File: config.mk
export PLATFORM = sky130hd
export DESIGN_NAME = flash_status_protect_regs
export DESIGN_NICKNAME = d
export VERILOG_FILES = /design/src/pin_sync_note_unused.v /design/src/pin_sync.v /design/src/region_guard.v /design/src/flash_status_protect_regs.v
export VERILOG_INCLUDE_DIRS = /design/src
export SDC_FILE = /design/constraint.sdc
export NUM_CORES = 1
export LEC_CHECK = 0
export BUFFER_PORTS_ARGS = -buffer_cell sky130_fd_sc_hd__buf_4
export CORE_ASPECT_RATIO = 0.8
export CORE_MARGIN = 2
export CORE_UTILIZATION = 39
export DETAILED_ROUTE_END_ITERATION = 12
export GPL_ROUTABILITY_DRIVEN = 0
export GPL_TIMING_DRIVEN = 1
export MAX_ROUTING_LAYER = met4
export PLACE_DENSITY_LB_ADDON = 0.25
export SLEW_MARGIN = 20
export SYNTH_ARGS = -nofsm -noshare
export SYNTH_HDL_FRONTEND = slang
export SYNTH_SLANG_ARGS = --single-unit
File: constraint.sdc
create_clock -name core_clk -period 4.7 [get_ports core_clk]
set_input_delay 0.235 -clock core_clk [delete_from_list [all_inputs] [get_ports core_clk]]
set_output_delay 0.235 -clock core_clk [all_outputs]
set_load 0.02 [all_outputs]
File: src/flash_status_defs.vh
`ifndef FLASH_STATUS_DEFS_VH
`define FLASH_STATUS_DEFS_VH

// ----------------------------------------------------------------------
// Opcodes
// ----------------------------------------------------------------------
`define OPC_STATUS_READ      8'h05
`define OPC_STATUS2_READ_A   8'h09
`define OPC_STATUS2_READ_B   8'h35
`define OPC_STATUS_WRITE     8'h01
`define OPC_STATUS2_WRITE    8'h31
`define OPC_LATCH_SET        8'h06
`define OPC_LATCH_CLEAR      8'h04
`define OPC_VOLATILE_EN      8'h50
`define OPC_QUAD_ENTER       8'h38
`define OPC_QUAD_EXIT        8'hff
`define OPC_PAGE_WRITE       8'h02
`define OPC_QUAD_PAGE_WRITE  8'h32
`define OPC_WIPE_4K          8'h20
`define OPC_HALF_BLOCK_WIPE  8'h52
`define OPC_BLOCK_WIPE       8'hd8
`define OPC_CHIP_WIPE_A      8'hc7
`define OPC_CHIP_WIPE_B      8'h60

// ----------------------------------------------------------------------
// Engine operation kinds
// ----------------------------------------------------------------------
`define OP_PAGE              3'h0
`define OP_QUAD_PAGE         3'h1
`define OP_WIPE_4K           3'h2
`define OP_HALF_BLOCK        3'h3
`define OP_BLOCK             3'h4
`define OP_CHIP              3'h5

// ----------------------------------------------------------------------
// Field positions and reset values
// ----------------------------------------------------------------------
`define SR1_LOCK_BIT         5
`define SR1_TB_BIT           4
`define SR1_LEVEL_MSB        3
`define SR2_CMP_BIT          6
`define SR2_OTP0_BIT         5
`define SR2_OTP1_BIT         4
`define SR2_OTP2_BIT         3
`define SR2_QE_BIT           1
`define NV_SR_RESET          6'h00
`define NV_CMP_RESET         1'h0
`define NV_QE_RESET          1'h1
`define VOL_RESET            6'h00

// ----------------------------------------------------------------------
// Sizes and timing
// ----------------------------------------------------------------------
`define ADDR_BITS            24
`define ADDR_BYTES           2'h3
`define LOG_UNIT             16
`define CORE_PERIOD_NS       5
`define SR_WRITE_NS          10000
`define SW_CNT_W             16

`endif

File: src/pin_sync_note_unused.v
`timescale 1ns/1ps
`default_nettype none
`default_nettype wire

File: src/pin_sync.v
`timescale 1ns/1ps
`default_nettype none

module pin_sync #(
	parameter W = 1
) (
	// Clock and reset
	input  wire         core_clk,
	input  wire         rst_b,
	// Pin side and synchronised side
	input  wire [W-1:0] async_in,
	output wire [W-1:0] sync_out
);

	reg [W-1:0] meta_q;
	reg [W-1:0] sync_q;

	// Two flops in series, the first read only by the second
	always @(posedge core_clk or negedge rst_b) begin
		if (!rst_b) begin
			meta_q <= {W{1'b1}};
			sync_q <= {W{1'b1}};
		end else begin
			meta_q <= async_in;
			sync_q <= meta_q;
		end
	end

	assign sync_out = sync_q;

endmodule // pin_sync

`default_nettype wire

File: src/region_guard.v
`timescale 1ns/1ps
`default_nettype none
`include "flash_status_defs.vh"

module region_guard #(
	parameter ADDR_W   = `ADDR_BITS,
	parameter LOG_UNIT = `LOG_UNIT
) (
	// Protection fields
	input  wire [3:0]        level,
	input  wire              top_bottom_select,
	input  wire              protect_invert,
	// Target address and verdicts
	input  wire [ADDR_W-1:0] addr,
	output reg               addr_locked,
	output reg               chip_free
);

	integer i;
	integer edge_bit;
	reg     all_one;
	reg     all_zero;
	reg     in_region;

	// Region is the top or bottom span of 2^(LOG_UNIT+level-1) bytes
	always @* begin
		edge_bit = LOG_UNIT + level - 1;
		all_one  = 1'b1;
		all_zero = 1'b1;
		for (i = 0; i < ADDR_W; i = i + 1) begin
			if (i >= edge_bit) begin
				all_one  = all_one & addr[i];
				all_zero = all_zero & ~addr[i];
			end
		end
		in_region = (level != 4'h0) &&
			(top_bottom_select ? all_zero : all_one);
		addr_locked = protect_invert ? ~in_region : in_region;
		// Whole wipe only when nothing at all is covered
		if (protect_invert) begin
			chip_free = (level != 4'h0) && (edge_bit >= ADDR_W);
		end else begin
			chip_free = (level == 4'h0);
		end
	end

endmodule // region_guard

`default_nettype wire

File: src/flash_status_protect_regs.v
`timescale 1ns/1ps
`default_nettype none
`include "flash_status_defs.vh"

module flash_status_protect_regs #(
	parameter ADDR_W      = `ADDR_BITS,
	parameter SR_WRITE_NS = `SR_WRITE_NS
) (
	// Clock and reset
	input  wire              core_clk,
	input  wire              rst_b,
	// Serial pins
	input  wire              sclk,
	input  wire              cs_b,
	input  wire              wp_b,
	input  wire [3:0]        dq_in,
	output wire [3:0]        dq_out,
	output wire [3:0]        dq_oe_b,
	// Engine events
	input  wire              erase_suspend,
	input  wire              erase_resume,
	input  wire              program_suspend,
	input  wire              program_resume,
	input  wire              op_done,
	// Engine requests
	output wire              op_start,
	output wire [2:0]        op_kind,
	output wire [ADDR_W-1:0] op_addr,
	output wire [7:0]        prog_data,
	output wire              prog_data_valid,
	// Mode outputs
	output wire [2:0]        otp_lock,
	output wire              quad_io_select,
	output wire              quad_command_mode
);

	// ------------------------------------------------------------------
	// Frame phases
	// ------------------------------------------------------------------
	localparam PH_OPC  = 3'h0;
	localparam PH_ADDR = 3'h1;
	localparam PH_DATA = 3'h2;
	localparam PH_READ = 3'h3;
	localparam PH_SKIP = 3'h4;
	localparam [`SW_CNT_W-1:0] SW_CYC =
		(SR_WRITE_NS + `CORE_PERIOD_NS - 1) / `CORE_PERIOD_NS;

	// ------------------------------------------------------------------
	// Pin synchronisation and edge detection
	// ------------------------------------------------------------------
	wire [6:0] pins_s;
	wire       sclk_s;
	wire       cs_s;
	wire       wp_s;
	wire [3:0] dq_s;
	reg        sclk_prev_q;
	reg        cs_prev_q;

	pin_sync #(
		.W (7)
	) u_sync (
		.core_clk (core_clk),
		.rst_b    (rst_b),
		.async_in ({sclk, cs_b, wp_b, dq_in}),
		.sync_out (pins_s)
	);

	assign sclk_s = pins_s[6];
	assign cs_s   = pins_s[5];
	assign wp_s   = pins_s[4];
	assign dq_s   = pins_s[3:0];

	// Previous levels for edge detection
	always @(posedge core_clk or negedge rst_b) begin
		if (!rst_b) begin
			sclk_prev_q <= 1'b1;
			cs_prev_q   <= 1'b1;
		end else begin
			sclk_prev_q <= sclk_s;
			cs_prev_q   <= cs_s;
		end
	end

	wire sclk_rise = sclk_s & ~sclk_prev_q;
	wire sclk_fall = ~sclk_s & sclk_prev_q;
	wire cs_fall   = ~cs_s & cs_prev_q;
	wire cs_rise   = cs_s & ~cs_prev_q;

	// ------------------------------------------------------------------
	// Status state
	// ------------------------------------------------------------------
	reg                 busy_eng_q;
	reg [`SW_CNT_W-1:0] sw_cnt_q;
	reg                 wel_q;
	reg                 vol_en_q;
	reg                 vol_act_q;
	reg [5:0]           vol_sr_q;
	reg [5:0]           nv_sr_q;
	reg                 cmp_q;
	reg [2:0]           otp_q;
	reg                 qe_q;
	reg                 quad_q;
	reg                 erase_paused_q;
	reg                 program_paused_q;
	reg                 op_start_q;
	reg [2:0]           op_kind_q;
	reg [ADDR_W-1:0]    op_addr_q;

	// Effective protection fields: volatile copy if it was written since the last non-volatile write
	wire [5:0] eff_sr  = vol_act_q ? vol_sr_q : nv_sr_q;
	wire       busy    = busy_eng_q | (sw_cnt_q != {`SW_CNT_W{1'b0}});
	wire [7:0] sr1     = {eff_sr, wel_q, busy};
	wire [7:0] sr2     = {erase_paused_q, cmp_q, otp_q[0], otp_q[1],
		otp_q[2], program_paused_q, qe_q, 1'b0};
	// Write-protect pin only counts while the quad enable bit is clear
	wire       hw_prot = eff_sr[`SR1_LOCK_BIT] & ~wp_s & ~qe_q;

	// ------------------------------------------------------------------
	// Frame capture and readout
	// ------------------------------------------------------------------
	reg [2:0]        phase_q;
	reg [7:0]        rx_q;
	reg [2:0]        bit_cnt_q;
	reg [7:0]        opc_q;
	reg [1:0]        byte_cnt_q;
	reg [1:0]        data_cnt_q;
	reg [7:0]        wr0_q;
	reg [7:0]        wr1_q;
	reg [ADDR_W-1:0] addr_q;
	reg              sel2_q;
	reg [7:0]        tx_q;
	reg [2:0]        tx_cnt_q;
	reg [3:0]        dq_out_q;
	reg [3:0]        dq_oe_b_q;
	reg [7:0]        prog_data_q;
	reg              prog_data_valid_q;

	wire [2:0] step    = quad_q ? 3'h4 : 3'h1;
	wire [7:0] rx_next = quad_q ? {rx_q[3:0], dq_s} : {rx_q[6:0], dq_s[0]};
	wire [2:0] bit_nxt = bit_cnt_q + step;
	wire [7:0] live    = sel2_q ? sr2 : sr1;
	wire [7:0] tx_byte = (tx_cnt_q == 3'h0) ? live : tx_q;
	wire       is_swr  = (opc_q == `OPC_STATUS_WRITE) ||
		(opc_q == `OPC_STATUS2_WRITE);

	// Shift in on rising edge, shift out on falling edge
	always @(posedge core_clk or negedge rst_b) begin
		if (!rst_b) begin
			phase_q           <= PH_OPC;
			rx_q              <= 8'h00;
			bit_cnt_q         <= 3'h0;
			opc_q             <= 8'h00;
			byte_cnt_q        <= 2'h0;
			data_cnt_q        <= 2'h0;
			wr0_q             <= 8'h00;
			wr1_q             <= 8'h00;
			addr_q            <= {ADDR_W{1'b0}};
			sel2_q            <= 1'b0;
			tx_q              <= 8'h00;
			tx_cnt_q          <= 3'h0;
			dq_out_q          <= 4'h0;
			dq_oe_b_q         <= 4'hf;
			prog_data_q       <= 8'h00;
			prog_data_valid_q <= 1'b0;
		end else begin
			prog_data_valid_q <= 1'b0;
			if (cs_s) begin
				dq_oe_b_q <= 4'hf;
			end
			if (cs_fall) begin
				phase_q    <= PH_OPC;
				bit_cnt_q  <= 3'h0;
				byte_cnt_q <= 2'h0;
				data_cnt_q <= 2'h0;
				tx_cnt_q   <= 3'h0;
			end else if (!cs_s) begin
				if (sclk_rise && phase_q != PH_READ && phase_q != PH_SKIP) begin
					rx_q      <= rx_next;
					bit_cnt_q <= bit_nxt;
					if (bit_nxt == 3'h0) begin
						case (phase_q)
						PH_OPC: begin
							opc_q <= rx_next;
							if (rx_next == `OPC_STATUS_READ) begin
								phase_q <= PH_READ;
								sel2_q  <= 1'b0;
							end else if (rx_next == `OPC_STATUS2_READ_A ||
								rx_next == `OPC_STATUS2_READ_B) begin
								phase_q <= PH_READ;
								sel2_q  <= 1'b1;
							end else if (rx_next == `OPC_STATUS_WRITE ||
								rx_next == `OPC_STATUS2_WRITE) begin
								phase_q <= PH_DATA;
							end else if (rx_next == `OPC_PAGE_WRITE ||
								rx_next == `OPC_WIPE_4K ||
								rx_next == `OPC_HALF_BLOCK_WIPE ||
								rx_next == `OPC_BLOCK_WIPE ||
								(rx_next == `OPC_QUAD_PAGE_WRITE &&
								!quad_q)) begin
								phase_q <= PH_ADDR;
							end else begin
								phase_q <= PH_SKIP;
							end
						end
						PH_ADDR: begin
							addr_q <= {addr_q[ADDR_W-9:0], rx_next};
							byte_cnt_q <= byte_cnt_q + 2'h1;
							if (byte_cnt_q == `ADDR_BYTES - 2'h1) begin
								phase_q <= PH_DATA;
							end
						end
						PH_DATA: begin
							if (data_cnt_q != 2'h3) begin
								data_cnt_q <= data_cnt_q + 2'h1;
							end
							if (is_swr && data_cnt_q == 2'h0) begin
								wr0_q <= rx_next;
							end
							if (is_swr && data_cnt_q == 2'h1) begin
								wr1_q <= rx_next;
							end
							if (!is_swr) begin
								prog_data_q       <= rx_next;
								prog_data_valid_q <= 1'b1;
							end
						end
						default: begin
							phase_q <= PH_SKIP;
						end
						endcase
					end
				end
				// Readout reloads the live byte at each byte boundary
				if (sclk_fall && phase_q == PH_READ) begin
					tx_cnt_q <= tx_cnt_q + step;
					if (quad_q) begin
						dq_out_q  <= tx_byte[7:4];
						dq_oe_b_q <= 4'h0;
						tx_q      <= {tx_byte[3:0], 4'h0};
					end else begin
						dq_out_q  <= {2'h0, tx_byte[7], 1'b0};
						dq_oe_b_q <= 4'hd;
						tx_q      <= {tx_byte[6:0], 1'b0};
					end
				end
			end
		end
	end

	// ------------------------------------------------------------------
	// Protection decode
	// ------------------------------------------------------------------
	wire addr_locked;
	wire chip_free;

	region_guard #(
		.ADDR_W   (ADDR_W),
		.LOG_UNIT (`LOG_UNIT)
	) u_guard (
		.level             (eff_sr[`SR1_LEVEL_MSB:0]),
		.top_bottom_select (eff_sr[`SR1_TB_BIT]),
		.protect_invert    (cmp_q),
		.addr              (addr_q),
		.addr_locked       (addr_locked),
		.chip_free         (chip_free)
	);

	// ------------------------------------------------------------------
	// Command execution at end of frame
	// ------------------------------------------------------------------
	wire frame_ok  = (bit_cnt_q == 3'h0);
	wire addr_full = (phase_q == PH_DATA) && !is_swr;
	wire pe_ok     = wel_q && addr_full && !addr_locked;
	wire wipe_ok   = pe_ok && (data_cnt_q == 2'h0);
	wire prog_ok   = pe_ok && (data_cnt_q != 2'h0);

	always @(posedge core_clk or negedge rst_b) begin
		if (!rst_b) begin
			busy_eng_q       <= 1'b0;
			sw_cnt_q         <= {`SW_CNT_W{1'b0}};
			wel_q            <= 1'b0;
			vol_en_q         <= 1'b0;
			vol_act_q        <= 1'b0;
			vol_sr_q         <= `VOL_RESET;
			nv_sr_q          <= `NV_SR_RESET;
			cmp_q            <= `NV_CMP_RESET;
			otp_q            <= 3'h0;
			qe_q             <= `NV_QE_RESET;
			quad_q           <= 1'b0;
			erase_paused_q   <= 1'b0;
			program_paused_q <= 1'b0;
			op_start_q       <= 1'b0;
			op_kind_q        <= `OP_PAGE;
			op_addr_q        <= {ADDR_W{1'b0}};
		end else begin
			op_start_q <= 1'b0;
			// Engine completion clears busy and the latch
			if (op_done) begin
				busy_eng_q <= 1'b0;
				wel_q      <= 1'b0;
			end
			// Self-timed status write cycle
			if (sw_cnt_q != {`SW_CNT_W{1'b0}}) begin
				sw_cnt_q <= sw_cnt_q - {{(`SW_CNT_W-1){1'b0}}, 1'b1};
				if (sw_cnt_q == {{(`SW_CNT_W-1){1'b0}}, 1'b1}) begin
					wel_q <= 1'b0;
				end
			end
			// Suspend flags, set wins over clear
			if (erase_suspend) begin
				erase_paused_q <= 1'b1;
			end else if (erase_resume) begin
				erase_paused_q <= 1'b0;
			end
			if (program_suspend) begin
				program_paused_q <= 1'b1;
			end else if (program_resume) begin
				program_paused_q <= 1'b0;
			end
			if (cs_rise && frame_ok && !busy) begin
				vol_en_q <= 1'b0;
				case (opc_q)
				`OPC_LATCH_SET: begin
					wel_q <= 1'b1;
				end
				`OPC_LATCH_CLEAR: begin
					wel_q <= 1'b0;
				end
				`OPC_VOLATILE_EN: begin
					vol_en_q <= 1'b1;
				end
				`OPC_STATUS_WRITE: begin
					if (data_cnt_q != 2'h0 && !hw_prot) begin
						if (vol_en_q) begin
							vol_sr_q  <= wr0_q[7:2];
							vol_act_q <= 1'b1;
						end else if (wel_q) begin
							nv_sr_q   <= wr0_q[7:2];
							vol_act_q <= 1'b0;
							sw_cnt_q  <= SW_CYC;
							if (data_cnt_q != 2'h1) begin
								cmp_q <= wr1_q[`SR2_CMP_BIT];
								otp_q <= otp_q | {wr1_q[`SR2_OTP2_BIT],
									wr1_q[`SR2_OTP1_BIT],
									wr1_q[`SR2_OTP0_BIT]};
								qe_q  <= wr1_q[`SR2_QE_BIT];
							end
						end
					end
				end
				`OPC_STATUS2_WRITE: begin
					if (data_cnt_q != 2'h0 && wel_q && !hw_prot) begin
						cmp_q    <= wr0_q[`SR2_CMP_BIT];
						otp_q    <= otp_q | {wr0_q[`SR2_OTP2_BIT],
							wr0_q[`SR2_OTP1_BIT],
							wr0_q[`SR2_OTP0_BIT]};
						qe_q     <= wr0_q[`SR2_QE_BIT];
						sw_cnt_q <= SW_CYC;
					end
				end
				`OPC_QUAD_ENTER: begin
					if (qe_q) begin
						quad_q <= 1'b1;
					end
				end
				`OPC_QUAD_EXIT: begin
					quad_q <= 1'b0;
				end
				`OPC_PAGE_WRITE, `OPC_QUAD_PAGE_WRITE: begin
					if (prog_ok) begin
						op_start_q <= 1'b1;
						busy_eng_q <= 1'b1;
						op_addr_q  <= addr_q;
						op_kind_q  <= (opc_q == `OPC_PAGE_WRITE) ?
							`OP_PAGE : `OP_QUAD_PAGE;
					end
				end
				`OPC_WIPE_4K, `OPC_HALF_BLOCK_WIPE, `OPC_BLOCK_WIPE: begin
					if (wipe_ok) begin
						op_start_q <= 1'b1;
						busy_eng_q <= 1'b1;
						op_addr_q  <= addr_q;
						op_kind_q  <= (opc_q == `OPC_WIPE_4K) ? `OP_WIPE_4K :
							(opc_q == `OPC_BLOCK_WIPE) ? `OP_BLOCK :
							`OP_HALF_BLOCK;
					end
				end
				`OPC_CHIP_WIPE_A, `OPC_CHIP_WIPE_B: begin
					if (wel_q && chip_free) begin
						op_start_q <= 1'b1;
						busy_eng_q <= 1'b1;
						op_kind_q  <= `OP_CHIP;
					end
				end
				default: begin
					vol_en_q <= 1'b0;
				end
				endcase
			end
		end
	end

	// ------------------------------------------------------------------
	// Outputs
	// ------------------------------------------------------------------
	assign dq_out            = dq_out_q;
	assign dq_oe_b           = dq_oe_b_q;
	assign op_start          = op_start_q;
	assign op_kind           = op_kind_q;
	assign op_addr           = op_addr_q;
	assign prog_data         = prog_data_q;
	assign prog_data_valid   = prog_data_valid_q;
	assign otp_lock          = otp_q;
	assign quad_io_select    = qe_q;
	assign quad_command_mode = quad_q;

endmodule // flash_status_protect_regs

`default_nettype wire

==> run metrics, run 1 <==
status complete, but fails checks; failing checks negative hold slack; Non-Filler Instances 1101; CTS buffer count 17; mapped cell area 8140 sq um; crit path time final 3.98 ns; DRC 0; Post-synth EDFFs 0; die height 133 um; synth unique cells 72; Critical Path Sink Type flop; RSZ-0062 raised after global routing no; Max-Cap Viols 0; Post-DP HPWL 12.4 mm; hold_buf cts 9; Final period util 84.8%; Reg-to-Reg Start vol_act_q; Buffers on Ports 63; Clock transition at path regs 0.07 ns; CTS tree yes; sequential share of the synthesized area 53.5%; Antenna Nets Post-Route 0; post-route setup slack 0.717 ns; pwr dens 484 nW/um^2; Synth area leader dfrtp_1; Avg Synthesized Cell Area 10.7 sq um; CP max stage delay 0.73 ns; post-CTS setup buffer count 0; top-area cell type share of the netlist area 46.7%; CP Data Arrival Time 4.30 ns; core region area 20600 sq um; share of cells above drive strength 1 22.5%; nets@finish 846; most common cell in the netlist dfrtp_1; CTS root buffer clkbuf_16; Setup Skew 0.0121 ns; measured slew at the worst slew-check pin 0.965 ns; Min Hold Slack -0.0979 ns; Vias 5805; first-pass GRT wire length 30.2 mm; drt total wl 18.4 mm; clk_lat worst skew 0.44 ns; Starting Density 39.5%; largest net degree at the start of global routing 174; Slew Limit Headroom 33.8%; type of the worst setup path reg -> reg; CP Max Fanout 27; YS warnings 0; Most used DFF post-synth dfrtp_1; Worst VDD drop 0.329 mV; Avg WL per Cell 16.7 um; pre-CTS setup slack 0.778 ns; Syn Nets 784; antenna fix cells 0; Final Max Slew Viols 0; Starting DRT DRC Count 508; Clock Sinks 173; total power 4.63 mW; initial antenna violation count 0; setup TNS 0 ns; GR Util All Layers 18.2%; number of global-route vias before repair 5607; Die ar. 22000 sq um; TritonRoute pass-1 iters 5; final hold vios 46; post-CTS sizing 0; FP Rows 47; Final setup viols 0; f_max 0.251 GHz; I/O pins 64; Placed Cells incl. Taps 1060; Chip Width 165 um; cells after synthesis 757; Yosys reg bits 173; area grow syn2layout 17.4%; vias per inst 5.27; Max Root-Sink Buffers 2; crit path launch vol_act_q; slowest library cell on the worst path dfrtp_1; Synth area leaders dfrtp_1 47%, dfstp_2 6.8%, mux2_2 5.1%; top cells by count, synth 152 x dfrtp_1, 92 x nand2_1, 61 x o21ai_0, 54 x nor2_1, 37 x mux2_2; Critical Path RT 5.01 ns; asr flop ratio synth 100%; hold crit path type in -> async; grt ovf 0; Pleak 4.43 nW; FILL cells 1923; critical path, cell by cell mux2i_1, ha_1, a21boi_0, a2111oi_0, a211o_1, a311o_1, a2111oi_4, buf_4, mux2_2; H-tree depth 4; CP Launch Type flop
placed cells by master (no fill, tap or decap), types with 21 or more instances in the layout:
master / instances
dfrtp_1: 152
nand2_1: 92
buf_4: 70
o21ai_0: 61
nor2_1: 54
mux2_2: 37
a21oi_1: 34
mux2i_1: 26
inv_1: 21
dfstp_2: 21
logic make-up (layout without fill, tap and decap cells):
family,Yosys count,after routing,share of synthesized area (%)
compound gates,154,154,11.9
xor+xnor,20,20,2.25
fa+ha+maj,13,13,2.00
buf+inv,59,134,3.04
flops,173,173,53.5
mux,82,82,11.4
simple gates,256,256,15.8
report_power, final:
part           internal, mW  switching [mW]
sequential             1.64           0.130
clock                 0.757           0.661
combinational         0.607           0.829
stage by stage:
| step | utilization (%) | area, sq um |
|---|---|---|
| 3_5_place_dp | 43.1 | 8870 |
| 2_1_floorplan | - | 8140 |
| 3_3_place_gp | 43.1 | 8870 |
| 4_1_cts | 46.4 | 9550 |
| 6_report | 46.4 | 9550 |
| 5_1_grt | 46.4 | 9550 |
worst paths after layout:
kind                            slack (ns)  cells past startpoint            endpoint
worst max-delay path                  0.72                      9          op_addr[8]
worst min-delay path                  -0.1                      2           addr_q[9]
worst max register to register        0.72                      9          op_addr[8]
worst min register to register        0.36                      0  u_sync.sync_out[1]
max in group asynchronous             4.05                      2         sw_cnt_q[3]
min in group core_clk                 0.08                      3      erase_paused_q
final cells by class:
type	instances	area [sq um]	share of cell area, %
Multi-Input combinational cell	525	3540	37.1
Sequential cell	173	4360	45.6
Clock inverter	15	168	1.76
Inverter	21	78.8	0.825
Tap cell	269	337	3.52
Clock buffer	17	425	4.45
Timing Repair Buffer	81	647	6.77
sequential cells by signal (all words and copies together), names as in the netlist, 2 cells and up:
name and flops:
addr_q 24, bit_cnt_q 3, byte_cnt_q 2, data_cnt_q 2, dq_oe_b 4, dq_out 4
nv_sr_q 6, op_addr 24, op_kind 3, opc_q 8, otp_lock 3, phase_q 3
prog_data 8, rx_q 7, sw_cnt_q 16, tx_cnt_q 3, tx_q 7, u_sync.meta_q 7
u_sync.sync_out 7, vol_sr_q 6, wr0_q 7, wr1_q 5
routing by layer:
layer | wire length (um) | part of all wire (%) | global-route usage [%]
met5 | 0 | 0 | -
met4 | 151 | 0.82 | 3.83
met3 | 782 | 4.2 | 4.64
met2 | 7640 | 42 | 23.9
met1 | 9830 | 53 | 28.0
worst max-delay path, delay by kind of cell (launching register included):
kind / cells / cell delay, ns
buffers and inverters: 1 / 0.43
adders and majority gates: 1 / 0.40
muxes: 2 / 0.82
DFF: 1 / 0.73
AOI/OAI and AO/OA: 5 / 1.44
Power figures use the tool's default switching activity.
==> inputs of run 2 (changes only) <==
==> constraint.sdc (replaced) <==
create_clock -name core_clk -period 3.6 [get_ports core_clk]
set_input_delay 0.18 -clock core_clk [delete_from_list [all_inputs] [get_ports core_clk]]
set_output_delay 0.18 -clock core_clk [all_outputs]
set_load 0.02 [all_outputs]
==> run 2 against run 1 <==
Compared with the run above: the flow now finishes without violations; critical path type unchanged; non-clock buffer count up 18; core utilization up 0.80 points; sequential cell count unchanged; clock skew up 0.0011 ns; count of clock-buffer cells in the layout up 1; wire length up 1.8%; sequential power up 31%; hold slack better by 0.12 ns; largest power group unchanged; register-to-register slack worse by 0.46 ns; sequential share of layout area down 0.78 points; power up 32%.
==> run metrics, run 2 (synthesis gave the netlist of run 1 again) <==
antenna fix cells 0; setup TNS 0 ns; critical path, cell by cell mux2i_1, ha_2, a21boi_0, or3b_1, a311oi_2, a22oi_1, a2111oi_4, buf_12, mux2_2; Antenna Nets Post-Route 0; drt total wl 18.7 mm; Max-Cap Viols 0; register area 4360 sq um; Setup Skew 0.0132 ns; CP Data Arrival Time 3.67 ns; area grow syn2layout 19.4%; Buffers on Ports 63; CTS root buffer clkbuf_16; Final Max Slew Viols 0; final hold vios 0; Starting Density 39.5%; nets@finish 864; combined area of the multi-input logic cells 3560 sq um; Worst VDD drop 0.382 mV; most common cell after layout, fill and taps aside dfrtp_1; Vias 5925; I/O pins 64; Clock Sinks 173; sequential share of power 37.7%; die height 133 um; Avg WL per Cell 16.7 um; TritonRoute pass-1 iters 5; Pleak 4.53 nW; first-pass GRT wire length 30.7 mm; most frequent cells in the layout 152 x dfrtp_1, 92 x nand2_1, 87 x buf_4; crit path time final 3.34 ns; slowest library cell on the worst path a2111oi_4; CP Launch Type flop; Non-Filler Instances 1119; Chip Width 165 um; CP Max Fanout 24; Starting DRT DRC Count 383; CTS buffer count 17; status complete, no violations; Critical Path RT 3.93 ns; Switch Pwr 2.15 mW; Placed Cells incl. Taps 1076; share of cells above drive strength 1 24.4%; Die ar. 22000 sq um; RSZ-0062 raised after global routing no; DRC 0; Final setup viols 0; number of global-route vias before repair 5599; Final period util 92.9%; Reg2Reg Setup Slack 0.26 ns; clk_lat worst skew 0.44 ns; Slew Limit Headroom 43.5%; FP Rows 47; Comb pwr share 31.6%; type of the worst setup path reg -> reg; Critical Path Sink Type flop; initial antenna violation count 0; Cell Int Power 3.97 mW; largest net degree at the start of global routing 93; Clock transition at path regs 0.08 ns; H-tree depth 4; Max Root-Sink Buffers 2; CTS tree yes; clock share of power 30.7%; f_max 0.299 GHz; measured slew at the worst slew-check pin 0.847 ns; GR Util All Layers 18.5%; Post-DP HPWL 13.2 mm; CP delay by family, top compound AO/OA/AOI/OAI gates; FILL cells 1955; core region area 20600 sq um; CP bufs+invs 1; CP max stage delay 0.46 ns; vias per inst 5.29; pwr dens 630 nW/um^2; grt ovf 0; Sw Ratio 35.1%; hold crit path type in -> reg
==> run 2: stage by stage <==
stage	total power, mW	setup WS (ns)	utilization (%)	cell area, sq um	hold WS (ns)
after floorplan	3.80	0.0900	-	8140	-0.116
after global placement	4.23	0.199	43.7	8990	0.288
after detailed placement	4.27	0.142	43.7	8990	0.289
after CTS	6.18	0.132	47.1	9690	0.00392
after global routing	6.56	0.0168	47.2	9710	0.0142
final	6.12	0.255	47.2	9710	0.0209
==> run 2: cell type report <==
cell class | count | share of cell area, %
Timing Repair Buffer | 99 | 8.08
Multi-Input combinational cell | 525 | 36.6
Clock inverter | 14 | 1.67
Clock buffer | 18 | 4.52
Sequential cell | 173 | 44.8
Tap cell | 269 | 3.46
Inverter | 21 | 0.811
==> run 2: per-layer routing <==
| layer | GRT usage [%] | part of all wire, % |
|---|---|---|
| met5 | - | 0 |
| met1 | 29.2 | 53 |
| met4 | 4.45 | 0.95 |
| met2 | 23.8 | 42 |
| met3 | 4.14 | 4.6 |
==> run 2: worst register-to-register path, cell delays in order, from the launching register on <==
cell,delay [ns]
dfrtp_1,0.45
mux2i_1,0.30
ha_2,0.34
a21boi_0,0.20
or3b_1,0.38
a311oi_2,0.31
a22oi_1,0.20
a2111oi_4,0.46
buf_12,0.25
mux2_2,0.37
==> run 2: power groups by stage <==
stage	Combinational [mW]	Sequential, mW	Clock (mW)
after floorplan	1.54	2.26	0
after global placement	1.90	2.34	0
after detailed placement	1.93	2.34	0
after CTS	1.95	2.30	1.92
after global routing	2.22	2.33	2.01
final	1.93	2.31	1.88
==> run 2: timing repair <==
action	in CTS	in global routing
hold endpoints to repair	91	0
buffers inserted	0	1
gates resized for setup	0	4
hold buffers	10	0
setup endpoints to repair	0	24
==> run 2: final timing paths <==
| kind | startpoint | endpoint | cells past startpoint |
|---|---|---|---|
| worst min register to register | u_sync.meta_q[0] | u_sync.sync_out[0] | 0 |
| worst min-delay path | program_resume | program_paused_q | 3 |
| worst max register to register | vol_act_q | op_addr[11] | 9 |
| worst max-delay path | vol_act_q | op_addr[11] | 9 |
| max in group asynchronous | rst_b | u_sync.meta_q[4] | 3 |
| min in group asynchronous | rst_b | op_addr[18] | 2 |
==> inputs of run 3 (changes only) <==
--- a/config.mk
+++ b/config.mk
@@ -9,7 +9,7 @@
 export BUFFER_PORTS_ARGS = -buffer_cell sky130_fd_sc_hd__buf_4
 export CORE_ASPECT_RATIO = 0.8
 export CORE_MARGIN = 2
-export CORE_UTILIZATION = 39
+export CORE_UTILIZATION = 54
 export DETAILED_ROUTE_END_ITERATION = 12
 export GPL_ROUTABILITY_DRIVEN = 0
 export GPL_TIMING_DRIVEN = 1
==> run 3 against run 2 <==
Compared with the run above: hold slack gained 0.0051 ns; non-clock buffer count is 7 lower; clock skew down 0.0055 ns; via count grew 2.8%; sequential power is essentially flat; largest power group unchanged.
==> run metrics, run 3 (synthesis gave the netlist of run 1 again) <==
status complete, no violations; Clock Sinks 173; Antenna Nets Post-Route 0; hold path startpoint program_resume; Reg-to-Reg Start vol_act_q; antenna fix cells 0; Setup Skew 0.00767 ns; CP bufs+invs 1; met3 Use GR 6.00%; FP Rows 40; Buffers on Ports 63; die height 114 um; CP delay by family, top compound AO/OA/AOI/OAI gates; Slew Limit Headroom 44.5%; total power 6.17 mW; drt total wl 18.8 mm; pre-CTS setup slack 0.0620 ns; Die ar. 16100 sq um; Final Instance Area 9560 sq um; crit path launch vol_act_q; most common cell after layout, fill and taps aside dfrtp_1; H-tree depth 4; area grow syn2layout 17.5%; Clock transition at path regs 0.06 ns; gr busiest metal met1; critical path, cell by cell mux2i_2, ha_2, a21boi_0, or3b_1, a311oi_1, a22oi_1, a2111oi_4, buf_12, mux2_1; initial antenna violation count 0; Final period util 94.9%; number of global-route vias before repair 5955; largest net degree at the start of global routing 72; combined area of the multi-input logic cells 3550 sq um; register area 4360 sq um; Pleak 4.50 nW; Final Max Slew Viols 0; FILL cells 1161; nets@finish 857; Critical Path RT 3.91 ns; Vias 6088; CTS root buffer clkbuf_16; clk_lat worst skew 0.44 ns; Chip Width 141 um; DRC 0; RSZ-0062 raised after global routing no; met1 usage 36.7%; CP Launch Type flop; final hold vios 0; share of cells above drive strength 1 23.6%; Worst VDD drop 0.425 mV; first-pass GRT wire length 31.1 mm; vias per inst 5.90; CP Max Fanout 24; Starting DRT DRC Count 512; type of the worst setup path reg -> reg; hold crit path type in -> reg; core region area 14900 sq um; post-route setup slack 0.185 ns; placed cell area 8850 sq um; setup TNS 0 ns; Avg WL per Cell 18.2 um; most frequent cells in the layout 151 x dfrtp_1, 92 x nand2_1, 79 x buf_4; Max Root-Sink Buffers 2; CP Data Arrival Time 3.73 ns; met2 Use GR 36.7%; CP max stage delay 0.48 ns; Final setup viols 0; Max-Cap Viols 0; crit path time final 3.42 ns; grt ovf 0; f_max 0.293 GHz; slowest library cell on the worst path a2111oi_4; TritonRoute pass-1 iters 5; CTS buffer count 17; measured slew at the worst slew-check pin 0.831 ns; CTS tree yes; pwr dens 645 nW/um^2; Post-DP HPWL 12.9 mm; Starting Density 54.7%; I/O pins 64; Critical Path Sink Type flop; GR Util All Layers 25.6%
## run 3: changes by cell type in the layout (fill, tap and decap cells not counted), sizes merged
| cell | change |
|---|---|
| bufinv | +1 |
| clkbuf | +1 |
| inv | -2 |
| buf | -7 |
## run 3: report_power, final
group | switching (mW) | leakage [nW] | internal (mW)
Clock | 0.811 | 0.297 | 1.06
Combinational | 1.17 | 1.89 | 0.820
Sequential | 0.168 | 2.32 | 2.14
Total | 2.15 | 4.50 | 4.02
## run 3: final timing paths
path	to	cells past startpoint	slack (ns)
setup / recovery	op_addr[23]	9	0.18
setup reg to reg	op_addr[23]	9	0.18
max in group asynchronous	sw_cnt_q[11]	3	2.32
hold reg to reg	u_sync.sync_out[5]	0	0.36
hold / removal	program_paused_q	3	0.03
min in group asynchronous	op_addr[18]	2	0.30
## run 3: layer usage
| layer | wire (um) | vias up | part of all wire [%] |
|---|---|---|---|
| li1 | - | 2839 | - |
| met1 | 8960 | 3007 | 48 |
| met2 | 8380 | 207 | 45 |
| met3 | 1100 | 35 | 5.8 |
| met4 | 346 | 0 | 1.8 |
| met5 | 0 | - | 0 |
## run 3: per-stage QoR
stage / hold slack [ns] / cells / utilization [%]
5_1_grt: 0.0421 / 1032 / 64.3
3_3_place_gp: 0.234 / 989 / 59.6
3_5_place_dp: 0.242 / 989 / 59.6
6_report: 0.0260 / 1032 / 64.3
2_1_floorplan: -0.116 / 757 / -
4_1_cts: 0.0115 / 1031 / 64.2
## run 3: worst reg2reg max path, stage by stage (launching register included)
cell and delay [ns]:
dfrtp_2 0.45, mux2i_2 0.28, ha_2 0.33, a21boi_0 0.19
or3b_1 0.37, a311oi_1 0.38, a22oi_1 0.21, a2111oi_4 0.48
buf_12 0.25, mux2_1 0.37
## run 3: timing repair
action	in CTS	in global routing
resized for setup	0	4
hold buffers	10	0
endpoints found under the hold margin	63	0
buffers inserted	0	1
endpoints found under the setup margin	0	24
## run 3: final cells by class
class,instances,area share [%]
clock buffer,19,4.63
clock inverter,13,1.61
inverter,21,0.824
multi-input combinational,525,37.1
sequential,173,45.6
tap,189,2.47
timing repair buffer,92,7.78
